## src/rtl/pclc_pkg.sv

```systemverilog
package pclc_pkg;

	// ----------------------------------------------------------------
	// Timing
	// ----------------------------------------------------------------
	localparam int unsigned PCLC_CLK_PERIOD_NS = 10;
	localparam int unsigned PCLC_LATCH_TIMEOUT_NS = 500000;
	localparam int unsigned PCLC_OFF_TIMEOUT_NS = 500000;
	// Longest times, so the division rounds down
	localparam int unsigned PCLC_LATCH_CYCLES = PCLC_LATCH_TIMEOUT_NS / PCLC_CLK_PERIOD_NS;
	localparam int unsigned PCLC_OFF_CYCLES = PCLC_OFF_TIMEOUT_NS / PCLC_CLK_PERIOD_NS;
	localparam int unsigned PCLC_TMR_W = 17;

	// ----------------------------------------------------------------
	// Edge counts and addresses
	// ----------------------------------------------------------------
	localparam logic [4:0] PCLC_CNT_ZERO = 5'h00;
	localparam logic [4:0] PCLC_CNT_ONE = 5'h01;
	localparam logic [4:0] PCLC_DATA_MAX_EDGES = 5'h10;
	localparam logic [4:0] PCLC_ADDR_MAX_EDGES = 5'h15;
	localparam logic [4:0] PCLC_CNT_SAT = 5'h1f;
	localparam logic [2:0] PCLC_ADDR_BOTH = 3'h1;
	localparam logic [2:0] PCLC_ADDR_MAIN = 3'h2;
	localparam logic [2:0] PCLC_ADDR_SUB = 3'h3;
	localparam logic [2:0] PCLC_ADDR_SCALE = 3'h4;
	localparam logic [2:0] PCLC_ADDR_LOW = 3'h5;

	// ----------------------------------------------------------------
	// Registers: each field stores the written code minus one
	// ----------------------------------------------------------------
	localparam logic [3:0] PCLC_REG_RST = 4'h0;
	localparam logic [3:0] PCLC_FS_20MA = 4'h0;
	localparam logic [3:0] PCLC_FS_30MA = 4'h1;
	localparam logic [3:0] PCLC_FS_15MA = 4'h2;
	localparam logic [3:0] PCLC_FS_LOW = 4'h3;
	localparam logic [3:0] PCLC_LOW_FIRST_ON = 4'h4;

	typedef struct packed {
		logic [3:0] main_channel_level;
		logic [3:0] sub_channel_level;
		logic [3:0] full_scale_select;
		logic [3:0] low_power_level;
	} pclc_regs_s;

	localparam pclc_regs_s PCLC_REGS_RST = '{PCLC_REG_RST, PCLC_REG_RST, PCLC_REG_RST, PCLC_REG_RST};

	typedef enum logic [1:0] {PCLC_CONV_1X, PCLC_CONV_1P5X, PCLC_CONV_2X} pclc_conv_e;

	// ----------------------------------------------------------------
	// Sink levels in units of 10 uA
	// ----------------------------------------------------------------
	typedef logic [11:0] pclc_lvl_t;
	typedef pclc_lvl_t [3:0] pclc_levels_t;
	localparam int unsigned PCLC_NUM_SINKS = 4;
	localparam int unsigned PCLC_NUM_MAIN = 3;
	localparam pclc_lvl_t PCLC_LVL_OFF = 12'h000;

	// Columns: 20 mA, 30 mA, 15 mA scale
	localparam pclc_lvl_t PCLC_SCALE_TBL [0:2][0:15] = '{
		'{12'h7d0, 12'h6f4, 12'h636, 12'h596, 12'h4f6, 12'h456, 12'h3fc, 12'h37a,
		  12'h316, 12'h2bc, 12'h276, 12'h23a, 12'h1fe, 12'h1b8, 12'h19a, 12'h000},
		'{12'hbb8, 12'ha6e, 12'h94c, 12'h85c, 12'h76c, 12'h686, 12'h5f0, 12'h532,
		  12'h4a6, 12'h41a, 12'h3b6, 12'h35c, 12'h2f8, 12'h29e, 12'h26c, 12'h000},
		'{12'h5dc, 12'h532, 12'h4a6, 12'h42e, 12'h3b6, 12'h33e, 12'h2f8, 12'h29e,
		  12'h258, 12'h208, 12'h1e0, 12'h1ae, 12'h17c, 12'h14a, 12'h136, 12'h000}
	};
	// 0.05, 0.5, 1 and 2 mA
	localparam pclc_lvl_t PCLC_LOW_TBL [0:3] = '{12'h005, 12'h032, 12'h064, 12'h0c8};

endpackage

```

## src/rtl/pclc_ctrl.sv

```systemverilog
// Functional notes
// Commands come only from counting rising edges; count latches after high for latch_timeout.
// Latched counts above 16 are addresses, 16 or fewer are data.
// 17 to 21 edges select addresses 1 to 5.
// Data counts 1 to 16 write the currently selected register.
// Host sends address burst, waits latch_timeout, sends data burst, waits again.
// Selected address stays, so repeated data bursts hit the same register.
// Pin low longer than off_timeout shuts down sinks and converter.
// Shutdown resets all registers to 1; first edge afterwards selects address 1.
// Address 1 data loads both main and sub current registers.
// Address 2 writes only main current, address 3 only sub current.
// Address 4 writes full-scale select, address 5 writes low-current level.
// Scale select 1 to 3 drives sinks from the level table column.
// Scale select 4 is low-current mode, driven from low-current register only.
// Writing 2 to scale select moves to 30 mA, keeping stored level codes.
// The 20 mA scale is used until scale select is written.
// Sixteen codes about 1 dB apart; code 1 full scale, code 16 zero.
// Codes map to the tabulated levels, falling monotonically to code 15.
// Near dropout the converter leaves 1X for 1.5X, then steps to 2X.
// Host high pulses at least 50 ns; low pulses 0.3 to 75 us.
// Scale select 1, 2, 3, 4 mean 20 mA, 30 mA, 15 mA, low-current.
// Low codes 1-4 off; 5-8 sub, 9-12 main, 13-16 both at four levels.
// Latched counts above 21 are dropped without any change.
`timescale 1ns/1ns
`default_nettype none

module pclc_ctrl #(
	parameter int unsigned LATCH_CYCLES = pclc_pkg::PCLC_LATCH_CYCLES,
	parameter int unsigned OFF_CYCLES = pclc_pkg::PCLC_OFF_CYCLES
) (
	input wire logic clk_i,
	input wire logic resetn_i,
	input wire logic ctrl_pin_i,
	input wire logic [3:0] near_dropout_i,
	output logic active_o,
	output logic [2:0] selected_addr_o,
	output pclc_pkg::pclc_regs_s regs_o,
	output pclc_pkg::pclc_conv_e conv_mode_o,
	output pclc_pkg::pclc_levels_t sink_level_o
);

	// ----------------------------------------------------------------
	// State
	// ----------------------------------------------------------------
	typedef struct packed {
		logic enabled;
		logic pin_prev;
		logic drop_prev;
		logic [4:0] edge_cnt;
		logic [pclc_pkg::PCLC_TMR_W-1:0] hi_tmr;
		logic [pclc_pkg::PCLC_TMR_W-1:0] lo_tmr;
		logic [2:0] addr;
		pclc_pkg::pclc_regs_s regs;
		pclc_pkg::pclc_conv_e conv;
		pclc_pkg::pclc_levels_t levels;
	} pclc_state_s;

	localparam logic [pclc_pkg::PCLC_TMR_W-1:0] TMR_ZERO = '0;
	localparam logic [pclc_pkg::PCLC_TMR_W-1:0] TMR_ONE = {{(pclc_pkg::PCLC_TMR_W-1){1'b0}}, 1'b1};
	localparam logic [pclc_pkg::PCLC_TMR_W-1:0] LATCH_LAST = pclc_pkg::PCLC_TMR_W'(LATCH_CYCLES - 1);
	localparam logic [pclc_pkg::PCLC_TMR_W-1:0] OFF_LAST = pclc_pkg::PCLC_TMR_W'(OFF_CYCLES - 1);

	localparam pclc_state_s STATE_RST = '{
		enabled: 1'b0,
		pin_prev: 1'b0,
		drop_prev: 1'b0,
		edge_cnt: pclc_pkg::PCLC_CNT_ZERO,
		hi_tmr: TMR_ZERO,
		lo_tmr: TMR_ZERO,
		addr: pclc_pkg::PCLC_ADDR_BOTH,
		regs: pclc_pkg::PCLC_REGS_RST,
		conv: pclc_pkg::PCLC_CONV_1X,
		levels: '0
	};

	pclc_state_s st_reg;
	pclc_state_s st_next;
	// A net, since each sink lookup drives its own slice
	wire pclc_pkg::pclc_levels_t lut_level;
	logic rise;
	logic latch_fire;
	logic shut_fire;
	logic drop_rise;

	// ----------------------------------------------------------------
	// Level lookup, one per sink
	// ----------------------------------------------------------------
	genvar gi;
	generate
		for (gi = 0; gi < pclc_pkg::PCLC_NUM_SINKS; gi++) begin : g_sink
			pclc_sink_level #(
				.IS_MAIN(gi < pclc_pkg::PCLC_NUM_MAIN)
			) u_level (
				.level_code_i((gi < pclc_pkg::PCLC_NUM_MAIN) ? st_reg.regs.main_channel_level
					: st_reg.regs.sub_channel_level),
				.full_scale_select_i(st_reg.regs.full_scale_select),
				.low_power_level_i(st_reg.regs.low_power_level),
				.level_o(lut_level[gi])
			);
		end
	endgenerate

	// ----------------------------------------------------------------
	// Register write by selected address
	// ----------------------------------------------------------------
	function automatic pclc_pkg::pclc_regs_s write_reg(input pclc_pkg::pclc_regs_s r, input logic [2:0] a,
		input logic [3:0] d);
		pclc_pkg::pclc_regs_s w;
		w = r;
		case (a)
			pclc_pkg::PCLC_ADDR_BOTH: begin
				w.main_channel_level = d;
				w.sub_channel_level = d;
			end
			pclc_pkg::PCLC_ADDR_MAIN: w.main_channel_level = d;
			pclc_pkg::PCLC_ADDR_SUB: w.sub_channel_level = d;
			// Only the select changes; stored level codes stay in place
			pclc_pkg::PCLC_ADDR_SCALE: w.full_scale_select = d;
			pclc_pkg::PCLC_ADDR_LOW: w.low_power_level = d;
			default: w = r;
		endcase
		return w;
	endfunction

	// ----------------------------------------------------------------
	// Next state
	// ----------------------------------------------------------------
	always_comb begin
		st_next = st_reg;
		st_next.pin_prev = ctrl_pin_i;
		rise = ctrl_pin_i & ~st_reg.pin_prev;
		latch_fire = 1'b0;
		shut_fire = 1'b0;
		drop_rise = st_reg.enabled & (|near_dropout_i) & ~st_reg.drop_prev;
		st_next.drop_prev = st_reg.enabled & (|near_dropout_i);

		if (rise) begin
			st_next.hi_tmr = TMR_ZERO;
			st_next.lo_tmr = TMR_ZERO;
			if (!st_reg.enabled) begin
				// First edge out of shutdown wakes the part and counts itself
				st_next.enabled = 1'b1;
				st_next.addr = pclc_pkg::PCLC_ADDR_BOTH;
				st_next.edge_cnt = pclc_pkg::PCLC_CNT_ONE;
			end else if (st_reg.edge_cnt != pclc_pkg::PCLC_CNT_SAT) begin
				// Saturates so a runaway burst still reads as out of range
				st_next.edge_cnt = st_reg.edge_cnt + pclc_pkg::PCLC_CNT_ONE;
			end
		end else if (ctrl_pin_i) begin
			st_next.lo_tmr = TMR_ZERO;
			if (st_reg.edge_cnt != pclc_pkg::PCLC_CNT_ZERO) begin
				if (st_reg.hi_tmr == LATCH_LAST) begin
					latch_fire = 1'b1;
					st_next.hi_tmr = TMR_ZERO;
					st_next.edge_cnt = pclc_pkg::PCLC_CNT_ZERO;
				end else begin
					st_next.hi_tmr = st_reg.hi_tmr + TMR_ONE;
				end
			end
		end else begin
			// Low time inside a burst is far shorter than the off timeout
			st_next.hi_tmr = TMR_ZERO;
			if (st_reg.enabled) begin
				if (st_reg.lo_tmr == OFF_LAST) begin
					shut_fire = 1'b1;
				end else begin
					st_next.lo_tmr = st_reg.lo_tmr + TMR_ONE;
				end
			end
		end

		if (latch_fire) begin
			if (st_reg.edge_cnt > pclc_pkg::PCLC_DATA_MAX_EDGES) begin
				if (st_reg.edge_cnt <= pclc_pkg::PCLC_ADDR_MAX_EDGES) begin
					st_next.addr = 3'(st_reg.edge_cnt - pclc_pkg::PCLC_DATA_MAX_EDGES);
				end
			end else begin
				// Address is left alone so further data bursts reuse it
				st_next.regs = write_reg(st_reg.regs, st_reg.addr,
					4'(st_reg.edge_cnt - pclc_pkg::PCLC_CNT_ONE));
			end
		end

		// Converter starts in 1X and only climbs while on
		if (drop_rise) begin
			case (st_reg.conv)
				pclc_pkg::PCLC_CONV_1X: st_next.conv = pclc_pkg::PCLC_CONV_1P5X;
				pclc_pkg::PCLC_CONV_1P5X: st_next.conv = pclc_pkg::PCLC_CONV_2X;
				default: st_next.conv = pclc_pkg::PCLC_CONV_2X;
			endcase
		end

		if (shut_fire) begin
			st_next.enabled = 1'b0;
			st_next.edge_cnt = pclc_pkg::PCLC_CNT_ZERO;
			st_next.lo_tmr = TMR_ZERO;
			st_next.regs = pclc_pkg::PCLC_REGS_RST;
			st_next.conv = pclc_pkg::PCLC_CONV_1X;
			st_next.drop_prev = 1'b0;
		end

		st_next.levels = st_reg.enabled ? lut_level : '0;
	end

	always_ff @(posedge clk_i or negedge resetn_i) begin
		if (!resetn_i) begin
			st_reg <= STATE_RST;
		end else begin
			st_reg <= st_next;
		end
	end

	assign active_o = st_reg.enabled;
	assign selected_addr_o = st_reg.addr;
	assign regs_o = st_reg.regs;
	assign conv_mode_o = st_reg.conv;
	assign sink_level_o = st_reg.levels;
endmodule

`default_nettype wire

```

## src/rtl/pclc_sink_level.sv

```systemverilog
`timescale 1ns/1ns
`default_nettype none

module pclc_sink_level #(
	parameter bit IS_MAIN = 1'b1
) (
	input wire logic [3:0] level_code_i,
	input wire logic [3:0] full_scale_select_i,
	input wire logic [3:0] low_power_level_i,
	output logic [11:0] level_o
);

	// ----------------------------------------------------------------
	// Scale decode
	// ----------------------------------------------------------------
	function automatic logic [1:0] scale_column(input logic [3:0] fs);
		case (fs)
			pclc_pkg::PCLC_FS_30MA: scale_column = 2'h1;
			pclc_pkg::PCLC_FS_15MA: scale_column = 2'h2;
			// Unlisted codes fall back to the default scale
			default: scale_column = 2'h0;
		endcase
	endfunction

	logic low_group_on;

	always_comb begin
		// Codes 1-4 dark, 5-8 sub only, 9-12 main only, 13-16 both
		low_group_on = IS_MAIN ? low_power_level_i[3] : low_power_level_i[2];
		if (full_scale_select_i == pclc_pkg::PCLC_FS_LOW) begin
			// Current registers are ignored here
			level_o = low_group_on ? pclc_pkg::PCLC_LOW_TBL[low_power_level_i[1:0]] : pclc_pkg::PCLC_LVL_OFF;
		end else begin
			level_o = pclc_pkg::PCLC_SCALE_TBL[scale_column(full_scale_select_i)][level_code_i];
		end
	end

endmodule

`default_nettype wire
```

## config.mk

```make
export PLATFORM = sky130hd
export DESIGN_NAME = pclc_ctrl
export DESIGN_NICKNAME = d
export VERILOG_FILES = /design/src/rtl/pclc_pkg.sv /design/src/rtl/pclc_ctrl.sv /design/src/rtl/pclc_sink_level.sv
export SDC_FILE = /design/constraint.sdc
export NUM_CORES = 1
export LEC_CHECK = 0
export ABC_CLOCK_PERIOD_IN_PS = 3250
export BUFFER_PORTS_ARGS = -buffer_cell sky130_fd_sc_hd__buf_2
export CORE_ASPECT_RATIO = 1.75
export CORE_MARGIN = 1
export CORE_UTILIZATION = 60
export DETAILED_ROUTE_END_ITERATION = 10
export PLACE_DENSITY = 0.82
export SYNTH_ARGS = -nofsm -noshare
export SYNTH_HDL_FRONTEND = slang
export SYNTH_SLANG_ARGS = --single-unit
```

## constraint.sdc

```tcl
create_clock -name clk_i -period 3.25 [get_ports clk_i]
set_input_delay 0.1625 -clock clk_i [delete_from_list [all_inputs] [get_ports clk_i]]
set_output_delay 0.1625 -clock clk_i [all_outputs]
set_load 0.05 [all_outputs]
```

# Word-level counts from Yosys, hierarchy flattened
# Cells that the tools add are included.
classes:
  n_addsub: 5
  order_cmp: 6
  n_eq_ne: 15
  muxes: 54
  bitwise: 9
  reduce_logical: 22
op_table:
  columns: ["op", "n"]
  rows:
  - ["binary-select mux 192 bit (select 2 bit)", 1]
  - ["two-way mux 192 bit", 2]
  - ["two-way mux 12 bit", 10]
  - ["binary-select mux 12 bit (select 4 bit)", 2]
  - ["two-way mux 17 bit", 4]
  - ["two-way mux 48 bit", 1]
  - ["two-way mux 39 bit", 1]
  - ["adder 17 x 1 -> 17 bit (second input constant)", 2]
  - ["== test 17 x 16 -> 1 bit (second input constant)", 2]
  - ["two-way mux 34 bit", 1]
  - ["binary-select mux 12 bit (select 2 bit)", 1]
  - ["two-way mux 22 bit", 1]
  - ["two-way mux 5 bit", 4]
  - ["two-way mux 19 bit", 1]
  - ["two-way mux 18 bit", 1]
  - ["two-way mux 16 bit", 1]
  - ["two-way mux 4 bit", 4]
  - ["nonzero test 2 bit", 7]
  - ["two-way mux 3 bit", 4]
  - ["AND reduction 3 bit", 4]
  - ["greater-or-equal comparator 5 bit (second input constant)", 2]
  - ["two-way mux 1 bit", 10]
  - ["inverter 4 -> 5 bit", 2]
  - ["nonzero test 3 bit", 3]
  - ["other kinds (29)", 40]
totals:
  reg_bits: 111
  input_bits: 7
  word_cells: 127

# Logic depth before layout (Yosys ltp)
# Gate-level depths: netlist of the first run.
depth:
  depth_word: 12
  depth_mapped: 10
  ltp_nobuf: 8

# Cells and area by module
# Synthesis of the first run repeated with hierarchy kept, for this count alone.
unflattened:
  cells_unflattened: 1222
  hier_area_um2: 9854.5
modules_own_cells:
  columns: ["mod", "instances", "cells_each", "area_each_um2", "seq_area_each_um2"]
  rows:
  - ["pclc_ctrl", 1, 517, 5358.9, 2778.9]
  - ["pclc_sink_level at g_sink[1].u_level ...", 3, 179, 1146.1, 0.0]
  - ["pclc_sink_level at g_sink[0].u_level", 1, 168, 1057.3, 0.0]

# Worst setup path before layout of the first run
# No wires, ideal clock.
synth_path:
  kind: "register to register"
  start: "register st_reg, in the netlist regs_o[5]"
  end: "register st_reg, in the netlist sink_level_o[5]"
  setup_ps: 122
  arrival_ps: 2723
  t_required_ps: 3128
  path_slack_ps: 405
  stages_incl_launch_ff: 10
  path_buffers: 2
  path_cell_list: "dfrtp_1 -> or4b_4 -> inv_1 -> buf_1 -> ha_1 -> clkbuf_1 -> nor2b_1 -> a211oi_1 -> or4_1 -> o2111a_1"
synth_via:
  elab_chain_len: 12
synth_lines:
  columns: ["item", "line", "text"]
  rows:
  - ["start, declared", "pclc_ctrl.sv:76", "pclc_state_s st_reg;"]
  - ["start signal, assigned", "pclc_ctrl.sv:209", "st_reg <= st_next;"]
  - ["== test 4 x 2 -> 1 bit or == test 4 x 1 -> 1 bit (tied branches)", "pclc_sink_level.sv:17", "case (fs)"]
  - ["one-hot mux 2 bit (2 select lines)", "pclc_sink_level.sv:17", null]
  - ["two-way mux 2 bit", "pclc_sink_level.sv:30", "if (full_scale_select_i == pclc_pkg::PCLC_FS_LOW) begin"]
  - ["inverter 2 -> 3 bit (implied by the code)", "pclc_sink_level.sv:34", "level_o = pclc_pkg::PCLC_SCALE_TBL[scale_column(full_scale_select_i)][level_code_i];"]
  - ["binary-select mux 192 bit (select 2 bit)", "pclc_sink_level.sv:34", null]
  - ["two-way mux 192 bit (implied by the code) (2 in series)", "pclc_sink_level.sv:34", null]
  - ["binary-select mux 12 bit (select 4 bit)", "pclc_sink_level.sv:34", null]
  - ["two-way mux 12 bit (implied by the code) (2 in series)", "pclc_sink_level.sv:34", null]
  - ["two-way mux 12 bit *", "pclc_sink_level.sv:30", null]
  - ["two-way mux 48 bit *", "pclc_ctrl.sv:202", "st_next.levels = st_reg.enabled ? lut_level : '0;"]
# Every way passes the cells marked *; elsewhere a longest branch is shown, timed or not. The select of a mux whose other input is x is not followed.
# A chain may end at the register's enable or synchronous reset.

==> results of run 1 <==
final cells by class:
| type | count | area (um^2) |
|---|---|---|
| clock buffer | 9 | 225 |
| clock inverter | 7 | 104 |
| fill | 947 | 3820 |
| inverter | 18 | 72.6 |
| multi-input combinational | 571 | 3520 |
| sequential | 87 | 2180 |
| tap | 130 | 163 |
| timing repair buffer | 98 | 551 |
power breakdown:
group	switching (mW)	total [mW]	internal, mW
sequential	0.0849	1.21	1.13
clock	0.480	1.16	0.685
combinational	0.238	0.366	0.127
total	0.803	2.74	1.94
placed cells by master (no fill, tap or decap), types with 23 or more instances in the layout:
cell type / instances
a21oi_1: 38
nand3_1: 37
nand2_1: 69
o21ai_0: 51
buf_2: 75
dfrtp_1: 86
nor2_1: 81
nand2b_1: 23
final timing paths:
| check | start | to | slack [ns] | cells after the start |
|---|---|---|---|---|
| worst max-delay path | regs_o[7] | sink_level_o[43] | 0.28 | 6 |
| worst min-delay path | near_dropout_i[2] | st_reg[108] | 0.07 | 3 |
| worst max register to register | regs_o[7] | sink_level_o[43] | 0.28 | 6 |
| worst min register to register | st_reg[86] | st_reg[86] | 0.54 | 1 |
| max in group asynchronous | resetn_i | st_reg[71] | 2.11 | 3 |
| min in group asynchronous | resetn_i | sink_level_o[6] | 0.38 | 2 |
logic make-up after synthesis:
family	count (synthesis)	share of synthesized area
fa+ha+maj	16	0.0308
buf+inv	141	0.125
compound gates	188	0.188
mux	22	0.0366
flops	87	0.335
xor+xnor	22	0.0296
simple gates	323	0.255
per-layer routing:
| layer | global-route usage | up-vias | share of wire |
|---|---|---|---|
| met1 | 0.370 | 2880 | 0.35 |
| met2 | 0.562 | 337 | 0.51 |
| met3 | 0.0662 | 99 | 0.068 |
| met4 | 0.227 | 0 | 0.064 |
| met5 | 0 | - | 0 |
| li1 | - | 2799 | - |
through the flow:
step           utilization  power [mW]  setup WS, ns  std cells
2_1_floorplan            -        1.49         0.405        799
3_3_place_gp         0.609        1.56         0.446        903
3_5_place_dp         0.609        1.59         0.333        903
4_1_cts              0.641        2.74         0.327        920
5_1_grt              0.641        2.83        0.0458        920
6_report             0.641        2.74         0.277        920
tightest hold or removal path: stages:
cell    delay (ns)
buf_2         0.08
nor4_1        0.05
nor2_1        0.09
==> results.md, run 1 <==
* Buf+Inv Stages, Crit Path at 0
* Post-cts resize count at 0
* Synth Area per Inst at 8.14 um^2
* Warnings, synthesis at 0
* Core Box Area at 10600 um^2
* Critical path class: flip-flop to flip-flop
* I/O Pins at 77
* Final #Nets at 808
* Horiz. Die Dim at 80.7 um
* Outcome: complete, no violations
* Max Cap Viol at 0
* Maximum root-to-sink buffer count at 2
* Placed inst area at 6470 um^2
* Final instance area at 6810 um^2
* Worst path top cell family by delay: simple AND/OR/NAND/NOR gates
* Setup Skew at 0.00769 ns
* Slew HR at 0.395
* CTS tree: done
* Post-cts hold buffer count at 1
* Port Buffers at 76
* Clock transition at the registers of the reported paths at 0.07 ns
* Post-DP HPWL at 12700 um
* Worst-margin pin slew at 0.907 ns
* CP Data Arrival Time at 3.22 ns
* Most numerous cell in the Yosys netlist: dfrtp_1
* Layout cells sized above 1 at 0.163
* Clock root buffer: clkbuf_16
* Initial antenna violation count at 0
* Routability Congestion at 1.02
* Synth top cells by count: dfrtp_1, nor2_1, buf_4, nand2_1, o21ai_0
* Max reg flops at 41
* Post-DR wirelength/cell at 19.2 um
* Global-route wire length before repair at 29100 um
* Sink count of the clock tree at 87
* DRT Wirelength at 17700 um
* Top cell type's share of synthesized area at 0.331
* Seq/Total Area, Yosys at 0.335
* Fin crit period at 2.97 ns
* Slowest stage delay, CP at 0.81 ns
* Setup crit end kind: flip-flop
* P&R area growth vs syn at 4.77%
* Final setup viols at 0
* Flop and latch count out of synthesis at 87
* Synth unique cells at 69
* Critical path peak fanout at 15
* Starting Density at 0.612
* Worst-Skew Late Latency at 0.34 ns
* Worst hold slack at 0.0716 ns
* Postcts setup bufs at 0
* CP max stage cell: or4b_1
* Startpoint Class: flip-flop
* N_diodes at 0
* Synthesized Nets at 822
* VDD IR max at 0.458 mV
* Setup TNS at 0 ns
* FMAX at 0.336 GHz
* PwrDens at 402 nW/um^2
* Die ar. at 11300 um^2
* CTS buffer count at 9
* Area contributors post-synth: dfrtp_1, buf_4, nor2_1
* Lkg Pwr at 2.94 nW
* Synth Flop Type: dfrtp_1
* Max-slew violations at 0
* CTS H-tree lvls at 3
* Number of flops mapped to enable cells by yosys at 0
* Die span in y at 140 um
* Async SR Flop Fraction at 1.00
* Vias per cell at 6.65
* Hold Path Class: primary input to flip-flop
* CP Cell Sequence: or4b_1 -> ha_1 -> mux2i_1 -> o211ai_1 -> o21ai_0 -> a221oi_1
* Post-route DRC at 0
* ANT nets after route at 0
* GRT Residual Overflow at 0
* Required time of the critical path at 3.50 ns
* Total Routing Usage GR at 0.334
* Cell taking the most area after synthesis: dfrtp_1
* Vias in the first global route at 5926
* Initial drt markers at 530
* Fin crit share at 0.915
* Fin. Hold Viols at 0
* RSZ-0062 raised after global routing: false
* Cell area after synthesis at 6500 um^2
* Core Rows at 50
* Synthesized instance count at 799
* DRT Pass-1 Iters at 6
* Via count at 6115
* Pin count of the biggest net entering global routing at 47
Note: power is estimated with default switching activity, not from simulation.
==> run 2, diff against run 1 <==
Settings changed: ABC_CLOCK_PERIOD_IN_PS 3250 to 3800.
Clock period 3.25 ns to 3.8 ns, I/O delays scaled along.
==> run 2 against run 1 <==
Compared with the run above:
- total power fell by 15%
- die area did not move
- cell count fell by 0.54%
- global-route usage fell by 0.48 points
- fmax fell by 10%
- via count fell by 2.3%
- sequential power fell by 15%
- critical path depth rose by 2
- worst setup slack improved by 0.22 ns
- design area fell by 0.53%
- critical path type unchanged
- largest cell class unchanged
- largest power group unchanged
==> results.md, run 2 (synthesis results as in run 1) <==
* Outcome: complete, no violations
* FMAX at 0.303 GHz
* Via count at 5977
* Total Routing Usage GR at 0.330
* Final WS setup at 0.497 ns
* Post-cts resize count at 0
* Critical path class: flip-flop to flip-flop
* Global Route met1 Usage at 0.363
* Required time of the critical path at 4.03 ns
* Global-route wire length before repair at 28500 um
* Sink count of the clock tree at 87
* Pre-CTS setup slack at 0.595 ns
* CTS tree: done
* Critical path peak fanout at 17
* RSZ-0062 raised after global routing: false
* Core Box Area at 10600 um^2
* Fill cells at 933
* Layout cells sized above 1 at 0.158
* Slew HR at 0.388
* Hold Path Class: primary input to flip-flop
* Final setup viols at 0
* Logic gate share of total power at 0.136
* Post-DP HPWL at 12700 um
* PwrDens at 345 nW/um^2
* Setup crit end kind: flip-flop
* Lkg Pwr at 2.93 nW
* Starting Density at 0.612
* Clock transition at the registers of the reported paths at 0.07 ns
* Most frequent cells in the layout: dfrtp_1, nor2_1, buf_2
* Grt peak-use layer: met2
* Post-route DRC at 0
* DRT Pass-1 Iters at 6
* Met2 Use GR at 0.579
* Sw Share at 0.286
* Horiz. Die Dim at 80.7 um
* Startpoint Class: flip-flop
* I/O Pins at 77
* GRT Residual Overflow at 0
* Worst-Skew Late Latency at 0.35 ns
* Met3 Use GR at 0.0348
* Fin. Hold Viols at 0
* Final #Nets at 803
* Net switching power at 0.668 mW
* P&R area growth vs syn at 4.21%
* Initial drt markers at 558
* DRT Wirelength at 17700 um
* Cell Int Power at 1.67 mW
* CTS buffer count at 9
* Vias in the first global route at 5682
* VDD IR max at 0.307 mV
* Setup Skew at 0.00818 ns
* Seq pwr share at 0.442
* Setup TNS at 0 ns
* Core Rows at 50
* Initial antenna violation count at 0
* Fin crit period at 3.30 ns
* Fin crit share at 0.869
* Maximum root-to-sink buffer count at 2
* Pin count of the biggest net entering global routing at 59
* Routability Congestion at 0.995
* Die span in y at 140 um
* Vias per cell at 6.53
* Max-slew violations at 0
* N_diodes at 0
* ANT nets after route at 0
* Worst-margin pin slew at 0.918 ns
* CTS H-tree lvls at 3
* Port Buffers at 76
* Die ar. at 11300 um^2
* CP Data Arrival Time at 3.53 ns
* Clock root buffer: clkbuf_16
* Max Cap Viol at 0
* Post-DR wirelength/cell at 19.4 um
* Power share of the clock group at 0.422
* Most common cell after layout, fill and taps aside: dfrtp_1
* Max reg flops at 41
-- run 2: cell count changes in the layout (fill, tap and decap cells not counted) --
| cell | change |
|---|---|
| buf_4 | -5 |
| clkbuf_8 | +1 |
| clkinv_2 | +1 |
| clkinv_4 | +1 |
| clkinvlp_4 | -2 |
| inv_8 | -1 |
-- run 2: worst paths after layout --
| kind | from | end | slack, ns | cells past startpoint |
|---|---|---|---|---|
| setup / recovery | regs_o[5] | sink_level_o[43] | 0.50 | 8 |
| hold / removal | near_dropout_i[2] | st_reg[108] | 0.09 | 3 |
| setup reg to reg | regs_o[5] | sink_level_o[43] | 0.50 | 8 |
| hold reg to reg | conv_mode_o[1] | conv_mode_o[1] | 0.52 | 2 |
| max in group asynchronous | resetn_i | st_reg[70] | 2.49 | 3 |
| min in group asynchronous | resetn_i | sink_level_o[7] | 0.43 | 2 |
-- run 2: timing repair --
item	4_1_cts	5_1_grt
hold endpoints to repair	56	0
hold buffers	1	0
setup buffers	0	0
-- run 2: final cells by class --
cell class | count | area [um^2] | share of cell area
Clock buffer | 10 | 239 | 0.0353
Clock inverter | 6 | 91.3 | 0.0135
Inverter | 18 | 72.6 | 0.0107
Multi-Input combinational cell | 571 | 3520 | 0.519
Sequential cell | 87 | 2180 | 0.321
Tap cell | 130 | 163 | 0.0240
Timing Repair Buffer | 93 | 513 | 0.0757
-- run 2: power by group through the flow --
| stage | Sequential (mW) | Combinational (mW) | Clock, mW |
|---|---|---|---|
| floorplan | 1.01 | 0.263 | 0 |
| global placement | 1.04 | 0.297 | 0 |
| detailed placement | 1.05 | 0.310 | 0 |
| CTS | 1.03 | 0.317 | 0.999 |
| global route | 1.04 | 0.349 | 1.04 |
| finish | 1.03 | 0.317 | 0.987 |
-- run 2: critical path, cell delays in order (launching register included) --
cell	delay, ns
dfrtp_1	0.47
or4b_4	0.70
inv_1	0.30
ha_1	0.68
nor2b_1	0.15
a211oi_1	0.29
a21oi_1	0.07
a21o_1	0.20
a221oi_1	0.33
-- run 2: per-stage QoR --
step	util	cells	area, um^2	power, mW	hold WS (ns)
2_1_floorplan	-	799	6500	1.27	-0.106
3_3_place_gp	0.605	898	6440	1.34	0.286
3_5_place_dp	0.605	898	6440	1.36	0.298
4_1_cts	0.637	915	6780	2.35	0.0825
5_1_grt	0.637	915	6780	2.42	0.128
6_report	0.637	915	6780	2.34	0.0854
-- run 2: metal layers --
layer / vias up / share of wire
met2: 315 / 0.53
met4: 0 / 0.054
li1: 2790 / -
met3: 66 / 0.060
met1: 2806 / 0.35
met5: - / 0
